File: src/rtl/cbsc_regs.svh
// register offsets, field positions, reset values and thresholds of the channel b pin block
`ifndef CBSC_REGS_SVH
`define CBSC_REGS_SVH

// ------------------------------------------------------------
// register byte offsets
// ------------------------------------------------------------
`define CBSC_OFF_CTRL      8'h00
`define CBSC_OFF_STATUS    8'h04
`define CBSC_OFF_IRQ_STAT  8'h08
`define CBSC_OFF_IRQ_MASK  8'h0c
`define CBSC_OFF_CMD       8'h10
`define CBSC_OFF_REFSEL    8'h14

// ------------------------------------------------------------
// ctrl fields
// ------------------------------------------------------------
`define CBSC_CTRL_LOS_EN   0
`define CBSC_CTRL_PD       1
`define CBSC_CTRL_ROUTE_LO 2
`define CBSC_CTRL_ROUTE_HI 3
`define CBSC_CTRL_W        4
`define CBSC_CTRL_RST      4'h1

// ------------------------------------------------------------
// refsel fields, cmd fields
// ------------------------------------------------------------
`define CBSC_REF_SW_MODE   0
`define CBSC_REF_SW_ONE    1
`define CBSC_REF_W         2
`define CBSC_REF_RST       2'h0
`define CBSC_CMD_DP_RST    0

// ------------------------------------------------------------
// status and interrupt bits
// ------------------------------------------------------------
`define CBSC_ST_LOSS       0
`define CBSC_ST_PD         1
`define CBSC_ST_REF_ONE    2
`define CBSC_ST_LANE_LO    4
`define CBSC_IRQ_W         4
`define CBSC_IRQ_RST       4'h0
`define CBSC_EV_LOSS_SET   0
`define CBSC_EV_LOSS_CLR   1
`define CBSC_EV_ROTATE     2
`define CBSC_EV_PD_REL     3

// ------------------------------------------------------------
// swing thresholds in millivolts peak to peak
// ------------------------------------------------------------
`define CBSC_LOS_ASSERT_MV   10'd75
`define CBSC_LOS_DEASSERT_MV 10'd150

`endif

File: src/rtl/cbsc_pkg.sv
// types shared by the channel b pin block
package cbsc_pkg;

    // source routed onto the loss pin
    typedef enum logic [1:0] {
        CBSC_ROUTE_LOSS,
        CBSC_ROUTE_ROTATE,
        CBSC_ROUTE_PWRDN,
        CBSC_ROUTE_REFSEL
    } cbsc_route_type;

    // loss detector state
    typedef enum logic {
        CBSC_LOS_PRESENT,
        CBSC_LOS_LOST
    } cbsc_los_type;

endpackage

File: src/rtl/cbsc_jog_sync.sv
// synchroniser and toggle detector for the lane rotation jog pin
`timescale 1ns/1ps
`default_nettype none

module cbsc_jog_sync #(
    parameter int STAGES = 2
) (
    input  wire logic pclk,
    input  wire logic presetn,
    input  wire logic jog_in,
    output logic      jog_pulse
);

    logic [STAGES-1:0] sync_r;
    logic              prev_r;
    logic              pulse_r;
    wire logic         jog_s = sync_r[STAGES-1];
    wire logic         edge_s = jog_s ^ prev_r;

    // ------------------------------------------------------------
    // synchroniser chain, first stage feeds only the second
    // ------------------------------------------------------------
    always_ff @(posedge pclk or negedge presetn) begin
        if (!presetn) begin
            sync_r <= '0;
        end else begin
            sync_r <= {sync_r[STAGES-2:0], jog_in};
        end
    end

    // either direction of toggle gives one pulse
    always_ff @(posedge pclk or negedge presetn) begin
        if (!presetn) begin
            prev_r  <= 1'b0;
            pulse_r <= 1'b0;
        end else begin
            prev_r  <= jog_s;
            pulse_r <= edge_s;
        end
    end

    assign jog_pulse = pulse_r;

    AST_JOG_PULSE: assert property (@(posedge pclk) disable iff (!presetn)
        (jog_s != prev_r) |=> jog_pulse)
        else $error("jog toggle gave no rotate pulse");

    AST_JOG_QUIET: assert property (@(posedge pclk) disable iff (!presetn)
        (jog_s == prev_r) |=> !jog_pulse)
        else $error("rotate pulse without a jog toggle");

endmodule

`default_nettype wire

File: src/rtl/cbsc_top.sv
// channel b status and control pins: loss flag, lane jog, power down, reference select
`timescale 1ns/1ps
`default_nettype none
`include "cbsc_regs.svh"

module cbsc_top
    import cbsc_pkg::*;
#(
    parameter int LANES     = 4,
    parameter int LANE_W    = 2,
    parameter int SYNC_STGS = 2
) (
    input  wire logic              pclk,
    input  wire logic              presetn,
    input  wire logic              psel,
    input  wire logic              penable,
    input  wire logic              pwrite,
    input  wire logic [7:0]        paddr,
    input  wire logic [31:0]       pwdata,
    output logic      [31:0]       prdata,
    output logic                   pready,
    output logic                   pslverr,
    input  wire logic [9:0]        hs_rx_swing_mv,
    input  wire logic              lane_rotate_jog,
    input  wire logic              chan_powerdown_n,
    input  wire logic              shared_refsel_pin,
    input  wire logic              chan_b_refsel_pin,
    output logic                   rx_signal_loss_flag,
    output logic                   rx_signal_loss_flag_oe_n,
    output logic      [LANE_W-1:0] lane_rotate_sel,
    output logic                   chan_powered_down,
    output logic                   ref_sel_one,
    output logic                   datapath_reset,
    output logic                   irq
);

    // ------------------------------------------------------------
    // address decode helper, shared by read and write paths
    // ------------------------------------------------------------
    function automatic logic cbsc_hit(input logic [7:0] addr, input logic [7:0] off);
        cbsc_hit = (addr == off);
    endfunction

    // ------------------------------------------------------------
    // state
    // ------------------------------------------------------------
    logic [`CBSC_CTRL_W-1:0] ctrl_r;
    logic [`CBSC_REF_W-1:0]  refsel_r;
    logic [`CBSC_IRQ_W-1:0]  irq_stat_r;
    logic [`CBSC_IRQ_W-1:0]  irq_mask_r;
    logic [31:0]             prdata_r;
    logic                    pready_r;
    logic                    pslverr_r;
    cbsc_los_type            los_r;
    logic                    loss_prev_r;
    logic                    pin_pd_r;
    logic                    flag_r;
    logic                    flag_oe_n_r;
    logic [LANE_W-1:0]       lane_r;
    logic                    pd_r;
    logic                    ref_one_r;
    logic                    dp_rst_r;
    logic                    irq_r;

    // ------------------------------------------------------------
    // apb decode: one wait state, pready is a flop
    // ------------------------------------------------------------
    wire logic acc       = psel & penable;
    wire logic first_acc = acc & ~pready_r;
    wire logic done      = acc & pready_r;
    wire logic wr_done   = done & pwrite;
    wire logic rd_done   = done & ~pwrite;
    wire logic hit_ctrl  = cbsc_hit(paddr, `CBSC_OFF_CTRL);
    wire logic hit_stat  = cbsc_hit(paddr, `CBSC_OFF_STATUS);
    wire logic hit_istat = cbsc_hit(paddr, `CBSC_OFF_IRQ_STAT);
    wire logic hit_imask = cbsc_hit(paddr, `CBSC_OFF_IRQ_MASK);
    wire logic hit_cmd   = cbsc_hit(paddr, `CBSC_OFF_CMD);
    wire logic hit_ref   = cbsc_hit(paddr, `CBSC_OFF_REFSEL);
    wire logic hit_any   = hit_ctrl | hit_stat | hit_istat | hit_imask | hit_cmd | hit_ref;

    // ------------------------------------------------------------
    // control field views
    // ------------------------------------------------------------
    wire logic           los_en    = ctrl_r[`CBSC_CTRL_LOS_EN];
    wire logic           reg_pd    = ctrl_r[`CBSC_CTRL_PD];
    wire cbsc_route_type route     = cbsc_route_type'(ctrl_r[`CBSC_CTRL_ROUTE_HI:`CBSC_CTRL_ROUTE_LO]);
    wire logic           sw_mode   = refsel_r[`CBSC_REF_SW_MODE];
    wire logic           sw_one    = refsel_r[`CBSC_REF_SW_ONE];
    wire logic           pd_any    = ~chan_powerdown_n | reg_pd;
    wire logic           low_swing = (hs_rx_swing_mv <= `CBSC_LOS_ASSERT_MV);
    wire logic           hi_swing  = (hs_rx_swing_mv > `CBSC_LOS_DEASSERT_MV);
    wire logic           loss_lvl  = (los_r == CBSC_LOS_LOST);

    // ------------------------------------------------------------
    // jog synchroniser and rotate pulse
    // ------------------------------------------------------------
    logic rot_pulse;

    cbsc_jog_sync #(
        .STAGES (SYNC_STGS)
    ) u_jog (
        .pclk      (pclk),
        .presetn   (presetn),
        .jog_in    (lane_rotate_jog),
        .jog_pulse (rot_pulse)
    );

    // ------------------------------------------------------------
    // loss detector: hysteresis, swing between thresholds holds state
    // ------------------------------------------------------------
    cbsc_los_type los_nxt;

    always_comb begin
        los_nxt = los_r;
        case (los_r)
            CBSC_LOS_PRESENT: begin
                if (los_en && low_swing) begin
                    los_nxt = CBSC_LOS_LOST;
                end
            end
            CBSC_LOS_LOST: begin
                if (!los_en || hi_swing) begin
                    los_nxt = CBSC_LOS_PRESENT;
                end
            end
            default: los_nxt = CBSC_LOS_PRESENT;
        endcase
    end

    // ------------------------------------------------------------
    // pin mux: routed source, floated in power down
    // ------------------------------------------------------------
    logic routed_val;

    always_comb begin
        case (route)
            CBSC_ROUTE_LOSS:   routed_val = loss_lvl;
            CBSC_ROUTE_ROTATE: routed_val = lane_r[0];
            CBSC_ROUTE_PWRDN:  routed_val = pd_r;
            CBSC_ROUTE_REFSEL: routed_val = ref_one_r;
            default:           routed_val = loss_lvl;
        endcase
    end

    // driven low when floating so the pad sees a quiet level
    wire logic flag_nxt      = pd_any ? 1'b0 : routed_val;
    wire logic flag_oe_n_nxt = pd_any;

    // ------------------------------------------------------------
    // lane rotation and reference select
    // ------------------------------------------------------------
    wire logic [LANE_W-1:0] lane_last = LANE_W'(LANES - 1);
    wire logic [LANE_W-1:0] lane_inc  = lane_r + 1'b1;
    wire logic [LANE_W-1:0] lane_nxt  = !rot_pulse ? lane_r :
                                        (lane_r == lane_last) ? '0 : lane_inc;
    // in pin mode, per-channel pin forces reference zero; shared pin otherwise decides
    wire logic pin_one = shared_refsel_pin & ~chan_b_refsel_pin;
    wire logic ref_nxt = sw_mode ? sw_one : pin_one;

    // ------------------------------------------------------------
    // interrupt events: set beats a read clear in the same cycle
    // ------------------------------------------------------------
    logic [`CBSC_IRQ_W-1:0] ev;

    always_comb begin
        ev = '0;
        ev[`CBSC_EV_LOSS_SET] = loss_lvl & ~loss_prev_r;
        ev[`CBSC_EV_LOSS_CLR] = ~loss_lvl & loss_prev_r;
        ev[`CBSC_EV_ROTATE]   = rot_pulse;
        ev[`CBSC_EV_PD_REL]   = pin_pd_r & chan_powerdown_n; // prompt for the data path reset
    end

    wire logic                   istat_clr     = rd_done & hit_istat;
    // clear only what the read returned, so an event landing during the access survives
    wire logic [`CBSC_IRQ_W-1:0] rd_seen       = istat_clr ? prdata_r[`CBSC_IRQ_W-1:0] : '0;
    wire logic [`CBSC_IRQ_W-1:0] irq_stat_nxt  = (irq_stat_r & ~rd_seen) | ev;
    wire logic                   irq_nxt       = |(irq_stat_r & irq_mask_r);

    // ------------------------------------------------------------
    // read mux
    // ------------------------------------------------------------
    logic [31:0] rd_val;

    always_comb begin
        rd_val = '0;
        if (hit_ctrl) begin
            rd_val[`CBSC_CTRL_W-1:0] = ctrl_r;
        end else if (hit_stat) begin
            rd_val[`CBSC_ST_LOSS]    = loss_lvl;
            rd_val[`CBSC_ST_PD]      = pd_r;
            rd_val[`CBSC_ST_REF_ONE] = ref_one_r;
            rd_val[`CBSC_ST_LANE_LO +: LANE_W] = lane_r;
        end else if (hit_istat) begin
            rd_val[`CBSC_IRQ_W-1:0] = irq_stat_r;
        end else if (hit_imask) begin
            rd_val[`CBSC_IRQ_W-1:0] = irq_mask_r;
        end else if (hit_ref) begin
            rd_val[`CBSC_REF_W-1:0] = refsel_r;
        end
    end

    // ------------------------------------------------------------
    // apb handshake flops
    // ------------------------------------------------------------
    always_ff @(posedge pclk or negedge presetn) begin
        if (!presetn) begin
            pready_r  <= 1'b0;
            pslverr_r <= 1'b0;
            prdata_r  <= '0;
        end else begin
            pready_r  <= first_acc;
            pslverr_r <= first_acc & ~hit_any;
            prdata_r  <= (first_acc && !pwrite) ? rd_val : '0;
        end
    end

    // ------------------------------------------------------------
    // software registers, writes land at the completing edge
    // ------------------------------------------------------------
    always_ff @(posedge pclk or negedge presetn) begin
        if (!presetn) begin
            ctrl_r     <= `CBSC_CTRL_RST;
            refsel_r   <= `CBSC_REF_RST;
            irq_mask_r <= `CBSC_IRQ_RST;
        end else begin
            if (wr_done && hit_ctrl) begin
                ctrl_r <= pwdata[`CBSC_CTRL_W-1:0];
            end
            if (wr_done && hit_ref) begin
                refsel_r <= pwdata[`CBSC_REF_W-1:0];
            end
            if (wr_done && hit_imask) begin
                irq_mask_r <= pwdata[`CBSC_IRQ_W-1:0];
            end
        end
    end

    // ------------------------------------------------------------
    // interrupt status and output
    // ------------------------------------------------------------
    always_ff @(posedge pclk or negedge presetn) begin
        if (!presetn) begin
            irq_stat_r <= `CBSC_IRQ_RST;
            irq_r      <= 1'b0;
        end else begin
            irq_stat_r <= irq_stat_nxt;
            irq_r      <= irq_nxt;
        end
    end

    // ------------------------------------------------------------
    // loss detector and event history
    // ------------------------------------------------------------
    always_ff @(posedge pclk or negedge presetn) begin
        if (!presetn) begin
            los_r       <= CBSC_LOS_PRESENT;
            loss_prev_r <= 1'b0;
            pin_pd_r    <= 1'b0;
        end else begin
            los_r       <= los_nxt;
            loss_prev_r <= loss_lvl;
            pin_pd_r    <= ~chan_powerdown_n;
        end
    end

    // ------------------------------------------------------------
    // pin flops: low and driven through reset
    // ------------------------------------------------------------
    always_ff @(posedge pclk or negedge presetn) begin
        if (!presetn) begin
            flag_r      <= 1'b0;
            flag_oe_n_r <= 1'b0;
        end else begin
            flag_r      <= flag_nxt;
            flag_oe_n_r <= flag_oe_n_nxt;
        end
    end

    // ------------------------------------------------------------
    // channel control flops
    // ------------------------------------------------------------
    always_ff @(posedge pclk or negedge presetn) begin
        if (!presetn) begin
            lane_r    <= '0;
            pd_r      <= 1'b0;
            ref_one_r <= 1'b0;
            dp_rst_r  <= 1'b0;
        end else begin
            lane_r    <= lane_nxt;
            pd_r      <= pd_any;
            ref_one_r <= ref_nxt;
            dp_rst_r  <= wr_done & hit_cmd & pwdata[`CBSC_CMD_DP_RST];
        end
    end

    // ------------------------------------------------------------
    // outputs
    // ------------------------------------------------------------
    assign prdata                   = prdata_r;
    assign pready                   = pready_r;
    assign pslverr                  = pslverr_r;
    assign rx_signal_loss_flag      = flag_r;
    assign rx_signal_loss_flag_oe_n = flag_oe_n_r;
    assign lane_rotate_sel          = lane_r;
    assign chan_powered_down        = pd_r;
    assign ref_sel_one              = ref_one_r;
    assign datapath_reset           = dp_rst_r;
    assign irq                      = irq_r;

    // ------------------------------------------------------------
    // checks
    // ------------------------------------------------------------
    wire logic loss_path = los_en & (route == CBSC_ROUTE_LOSS) & ~pd_any;

    AST_LOS_SET: assert property (@(posedge pclk) disable iff (!presetn)
        (loss_path && low_swing)[*2] |=> rx_signal_loss_flag)
        else $error("loss flag not set at low swing");

    AST_LOS_CLR: assert property (@(posedge pclk) disable iff (!presetn)
        (loss_path && hi_swing)[*2] |=> !rx_signal_loss_flag)
        else $error("loss flag not clear with signal present");

    AST_LOS_HOLD: assert property (@(posedge pclk) disable iff (!presetn)
        loss_path && !low_swing && !hi_swing |=> loss_lvl == $past(loss_lvl))
        else $error("loss state moved inside hysteresis band");

    AST_RST_LOW: assert property (@(posedge pclk)
        !presetn |-> !rx_signal_loss_flag && !rx_signal_loss_flag_oe_n)
        else $error("loss pin not driven low in reset");

    AST_PD_FLOAT: assert property (@(posedge pclk) disable iff (!presetn)
        pd_any |=> rx_signal_loss_flag_oe_n)
        else $error("loss pin driven during power down");

    AST_ROUTE: assert property (@(posedge pclk) disable iff (!presetn)
        (route == CBSC_ROUTE_PWRDN) && !pd_any |=> rx_signal_loss_flag == $past(pd_r))
        else $error("routed function not shown on loss pin");

    AST_ROT_STEP: assert property (@(posedge pclk) disable iff (!presetn)
        rot_pulse |=> lane_r == (($past(lane_r) == lane_last) ? '0 : $past(lane_inc)))
        else $error("lane did not rotate on jog");

    AST_PIN_PD: assert property (@(posedge pclk) disable iff (!presetn)
        !chan_powerdown_n |=> chan_powered_down ##0 !chan_powerdown_n || !reg_pd || chan_powered_down)
        else $error("channel not powered down by pin");

    AST_PIN_RUN: assert property (@(posedge pclk) disable iff (!presetn)
        chan_powerdown_n && !reg_pd |=> !chan_powered_down)
        else $error("channel held down after pin release");

    AST_REF_PIN: assert property (@(posedge pclk) disable iff (!presetn)
        !sw_mode && !shared_refsel_pin |=> !ref_sel_one)
        else $error("shared pin low did not pick reference zero");

    AST_REF_SW: assert property (@(posedge pclk) disable iff (!presetn)
        sw_mode |=> ref_sel_one == $past(sw_one))
        else $error("software reference choice not applied");

endmodule

`default_nettype wire

File: config.mk
export PLATFORM = sky130hd
export DESIGN_NAME = cbsc_top
export DESIGN_NICKNAME = d
export VERILOG_FILES = /design/src/rtl/cbsc_pkg.sv /design/src/rtl/cbsc_jog_sync.sv /design/src/rtl/cbsc_top.sv
export VERILOG_INCLUDE_DIRS = /design/src /design/src/rtl
export SDC_FILE = /design/constraint.sdc
export NUM_CORES = 1
export LEC_CHECK = 0
export BUFFER_PORTS_ARGS = -buffer_cell sky130_fd_sc_hd__buf_2
export CAP_MARGIN = 25
export CORE_MARGIN = 2
export CORE_UTILIZATION = 40
export CTS_BUF_LIST = sky130_fd_sc_hd__clkbuf_16
export DETAILED_ROUTE_END_ITERATION = 8
export GPL_TIMING_DRIVEN = 0
export PLACE_DENSITY = 0.77
export SLEW_MARGIN = 20
export SYNTH_ARGS = -nofsm -noshare
export SYNTH_HDL_FRONTEND = slang
export SYNTH_SLANG_ARGS = --single-unit
File: constraint.sdc
create_clock -name pclk -period 2.4 [get_ports pclk]
set_input_delay 0.48 -clock pclk [delete_from_list [all_inputs] [get_ports pclk]]
set_output_delay 0.48 -clock pclk [all_outputs]
set_load 0.02 [all_outputs]
==> impl_metrics.json <==
{
  "run_status": "completed",
  "finalNonFillerCells": 291,
  "report.final.setup_viol": 0,
  "drt_first_iter_violations": 47,
  "drt-total-wl_mm": 3.54,
  "clock_insertion_delay_worst_skew_ns": 0.28,
  "maxSlewViolCount": 0,
  "ios": 101,
  "switching_power_w": 0.000388,
  "clock_power_share_pct": 44.1,
  "tritoncts.num_buffers": 5,
  "power.switching_fraction_pct": 24.1,
  "routed_wire_length_per_instance_microns": 12.2,
  "syn-cell-area_sq_um": 1830,
  "synth_async_sr_flop_share_pct": 100,
  "tightestPinTransition_ns": 0.763,
  "critical_path.cell_chain": "buf_2 > nor4_4 > and3_1 > buf_2 > mux2_2",
  "drc": 0,
  "seqPwrFrac_pct": 41.0,
  "cts.sinks": 36,
  "cts.path.max_buffers": 2,
  "postPlaceCellArea_sq_um": 2220,
  "critPathCaptureType": "flip-flop",
  "gpl.final_weighted_congestion": 0.882,
  "grt_antenna_before_repair": 0,
  "regToRegStartpoint": "pready$_DFF_PN0_",
  "global_route.usage.total_pct": 15.1,
  "final_min_period_over_clock_period_pct": 67.1,
  "avgSynthCellArea_sq_um": 11.4,
  "cp.required_ns": 2.56,
  "drt_pre_antenna_iters": 4,
  "synth.ff_latch_count": 36,
  "worstSetupStartpoint": "paddr[4]",
  "num_rows": 24,
  "hold_buffers": 0,
  "synthCells": 160,
  "relSlewSlack_pct": 49.1,
  "p_total_w": 0.00161,
  "coreArea_sq_um": 4380,
  "layout.core_utilization_pct": 54.3,
  "critPathMostFrequentCell": "buf_2",
  "worst_reg2reg_path_length_in_cells": 4,
  "max_cap_viol_count": 0,
  "critPathMaxFanout": 7,
  "post_route_cells_drive_above_1_share_pct": 44.4,
  "worstReg2RegEnd": "refsel_r[1]$_DFFE_PN0P_",
  "antenna_cell_count": 0,
  "floorplan.die_area_sq_um": 5130,
  "numPlacedInstances": 283,
  "comb_power_share_pct": 15.0,
  "synth_top_cells_by_count": "dfrtp_1, buf_4, mux2_2, nand2_1, nor2_1",
  "highest_delay_cell_along_the_critical_path": "nor4_4",
  "portBuffers": 46,
  "timing.critical_path.arrival_ns": 1.77,
  "htree_num_levels": 2,
  "ys_warn_count": 0,
  "worst_clock_skew_ns": 0.00364,
  "fillCellCount": 420,
  "layout.area.seq_sq_um": 902,
  "synth.yosys.seq_area_share_pct": 49.3,
  "synth_area_leader_cell": "dfrtp_1",
  "crit_path_start_kind": "input pin",
  "post_synth_num_cell_types": 49,
  "final_cell_area_sq_um": 2380,
  "tritoncts": "done",
  "grt_pass1_wl_mm": 5.87,
  "die_height_microns": 71.6,
  "grt_pass1_vias": 1279,
  "clock-root-buffer": "clkbuf_16",
  "remaining_overflow_grt": 0,
  "maximum_number_of_pins_on_one_net_before_global_route_repair": 37,
  "maxClockFrequency_mhz": 621,
  "timing.reg2reg.setup_slack_ns": 0.96,
  "min-delay-path-class": "input pin to asynchronous set/reset pin",
  "power_report.internal_total_w": 0.00122,
  "synth_top_flop_cell": "dfrtp_1",
  "crit_path_time_final_ns": 1.61,
  "route.vias.total": 1376,
  "multiInputGateArea_sq_um": 793,
  "yosysTopAreaCellShare_pct": 47.9,
  "clkTransAtPathRegs_ns": 0.05,
  "number_of_instances_resized_during_post_cts_repair": 0,
  "postCtsSetupBuffers": 0,
  "floorplan.die.width_microns": 71.6,
  "critical_path.max_stage_delay_ns": 0.42,
  "initial_utilization_pct": 41.7,
  "critical_path_class": "input pin to flip-flop",
  "yosys.cell_count.top_type": "dfrtp_1",
  "rsz0062_at_grt": "no",
  "vdd_drop_max_mv": 0.355,
  "syn2layout_area_growth_pct": 30.2,
  "setup_total_negative_slack_ns": 0,
  "num-nets-final": 298,
  "report.final.hold_viol_count": 0,
  "netlist_top_cells_area": "dfrtp_1, buf_4, mux2_2",
  "pwr_density_cell_nw_per_um2": 676,
  "ant_nets": 0,
  "critical_path_capture_point": "ctrl_r[3]$_DFFE_PN0P_",
  "synth_enable_flop_cells": 0,
  "via_per_inst": 4.73,
  "dpl.hpwl_mm": 2.80,
  "p_leak_nw": 1.23
}
## flip-flops by register name, indices dropped and copies added (netlist names), 2 cells and up
register         cells
refsel_r             2
u_jog.sync_r         2
ctrl_r               4
irq_stat_r           4
prdata               6
lane_rotate_sel      2
irq_mask_r           4
## layout by cell type, fill, tap and decap left out, types with 2 or more instances in the layout
cell type  Yosys  final
buf_2          2     48
nand2_1       10     10
o22ai_1        2      2
inv_1          3      4
conb_1         1     26
buf_4         27     27
dfrtp_1       35     35
nor3_1         4      4
a21oi_1        3      3
a211o_1        2      2
and3_1         2      2
nand4_1        2      2
nor3b_1        3      3
nand2b_1       3      3
and4_1         2      2
mux2_2        13     13
a22oi_1        2      2
clkbuf_16      0      5
nor2_1         7      7
and2_1         2      2
mux2i_1        2      2
a22o_1         2      2
o21ai_0        2      2
nor2b_1        3      3
## worst max-delay path, delay by kind of cell
family / cells / cell delay (ns)
and+or+nand+nor: 2 / 0.64
buffers and inverters: 2 / 0.31
muxes: 1 / 0.34
## cell type report
type                            instances  area share (%)
Multi-Input combinational cell        116            33.3
Buffer                                 30            9.09
Tap cell                               52            2.73
Clock inverter                          3            1.63
Inverter                                3           0.473
Clock buffer                            5            5.25
Sequential cell                        36            37.9
Timing Repair Buffer                   46            9.66
## metrics by stage
step,hold slack [ns],worst slack [ns]
finish,0.277,0.789
global route,0.305,0.636
CTS,0.300,0.800
detailed placement,0.336,0.510
global placement,0.332,0.505
floorplan,0.184,0.752
## per-layer routing
metal  up-vias  GRT usage (%)  wire [microns]
met1       650           18.8            1430
li1        675              -               -
met2        47           24.7            1790
met5         -              0               0
met3         4           4.78             287
met4         0           5.66              35
## power groups by stage
stage               logic (W)  clock network (W)  registers [W]
global placement     0.000239                  0       0.000671
floorplan            0.000135                  0       0.000694
finish               0.000241           0.000710       0.000660
global route         0.000269           0.000751       0.000666
detailed placement   0.000242                  0       0.000671
CTS                  0.000243           0.000726       0.000661
## logic make-up after synthesis
logic type	synth area share, %
compound gates	10.3
xor+xnor	0.479
fa+ha+maj	0.684
buf+inv	12.4
flops	49.3
mux	10.3
other cells	0.205
simple gates	16.3
## worst min path at each step
stage	start	end	slack, ns	cells past startpoint
finish	presetn	pslverr$_DFF_PN0_	0.28	1
global route	lane_rotate_jog	u_jog.sync_r[0]$_DFF_PN0_	0.30	1
CTS	lane_rotate_jog	u_jog.sync_r[0]$_DFF_PN0_	0.30	1
floorplan	presetn	chan_powered_down$_DFF_PN0_	0.18	0
detailed placement	u_jog.sync_r[0]$_DFF_PN0_	u_jog.sync_r[1]$_DFF_PN0_	0.34	0
global placement	u_jog.sync_r[0]$_DFF_PN0_	u_jog.sync_r[1]$_DFF_PN0_	0.33	0
(Power assumes the default switching activity.)
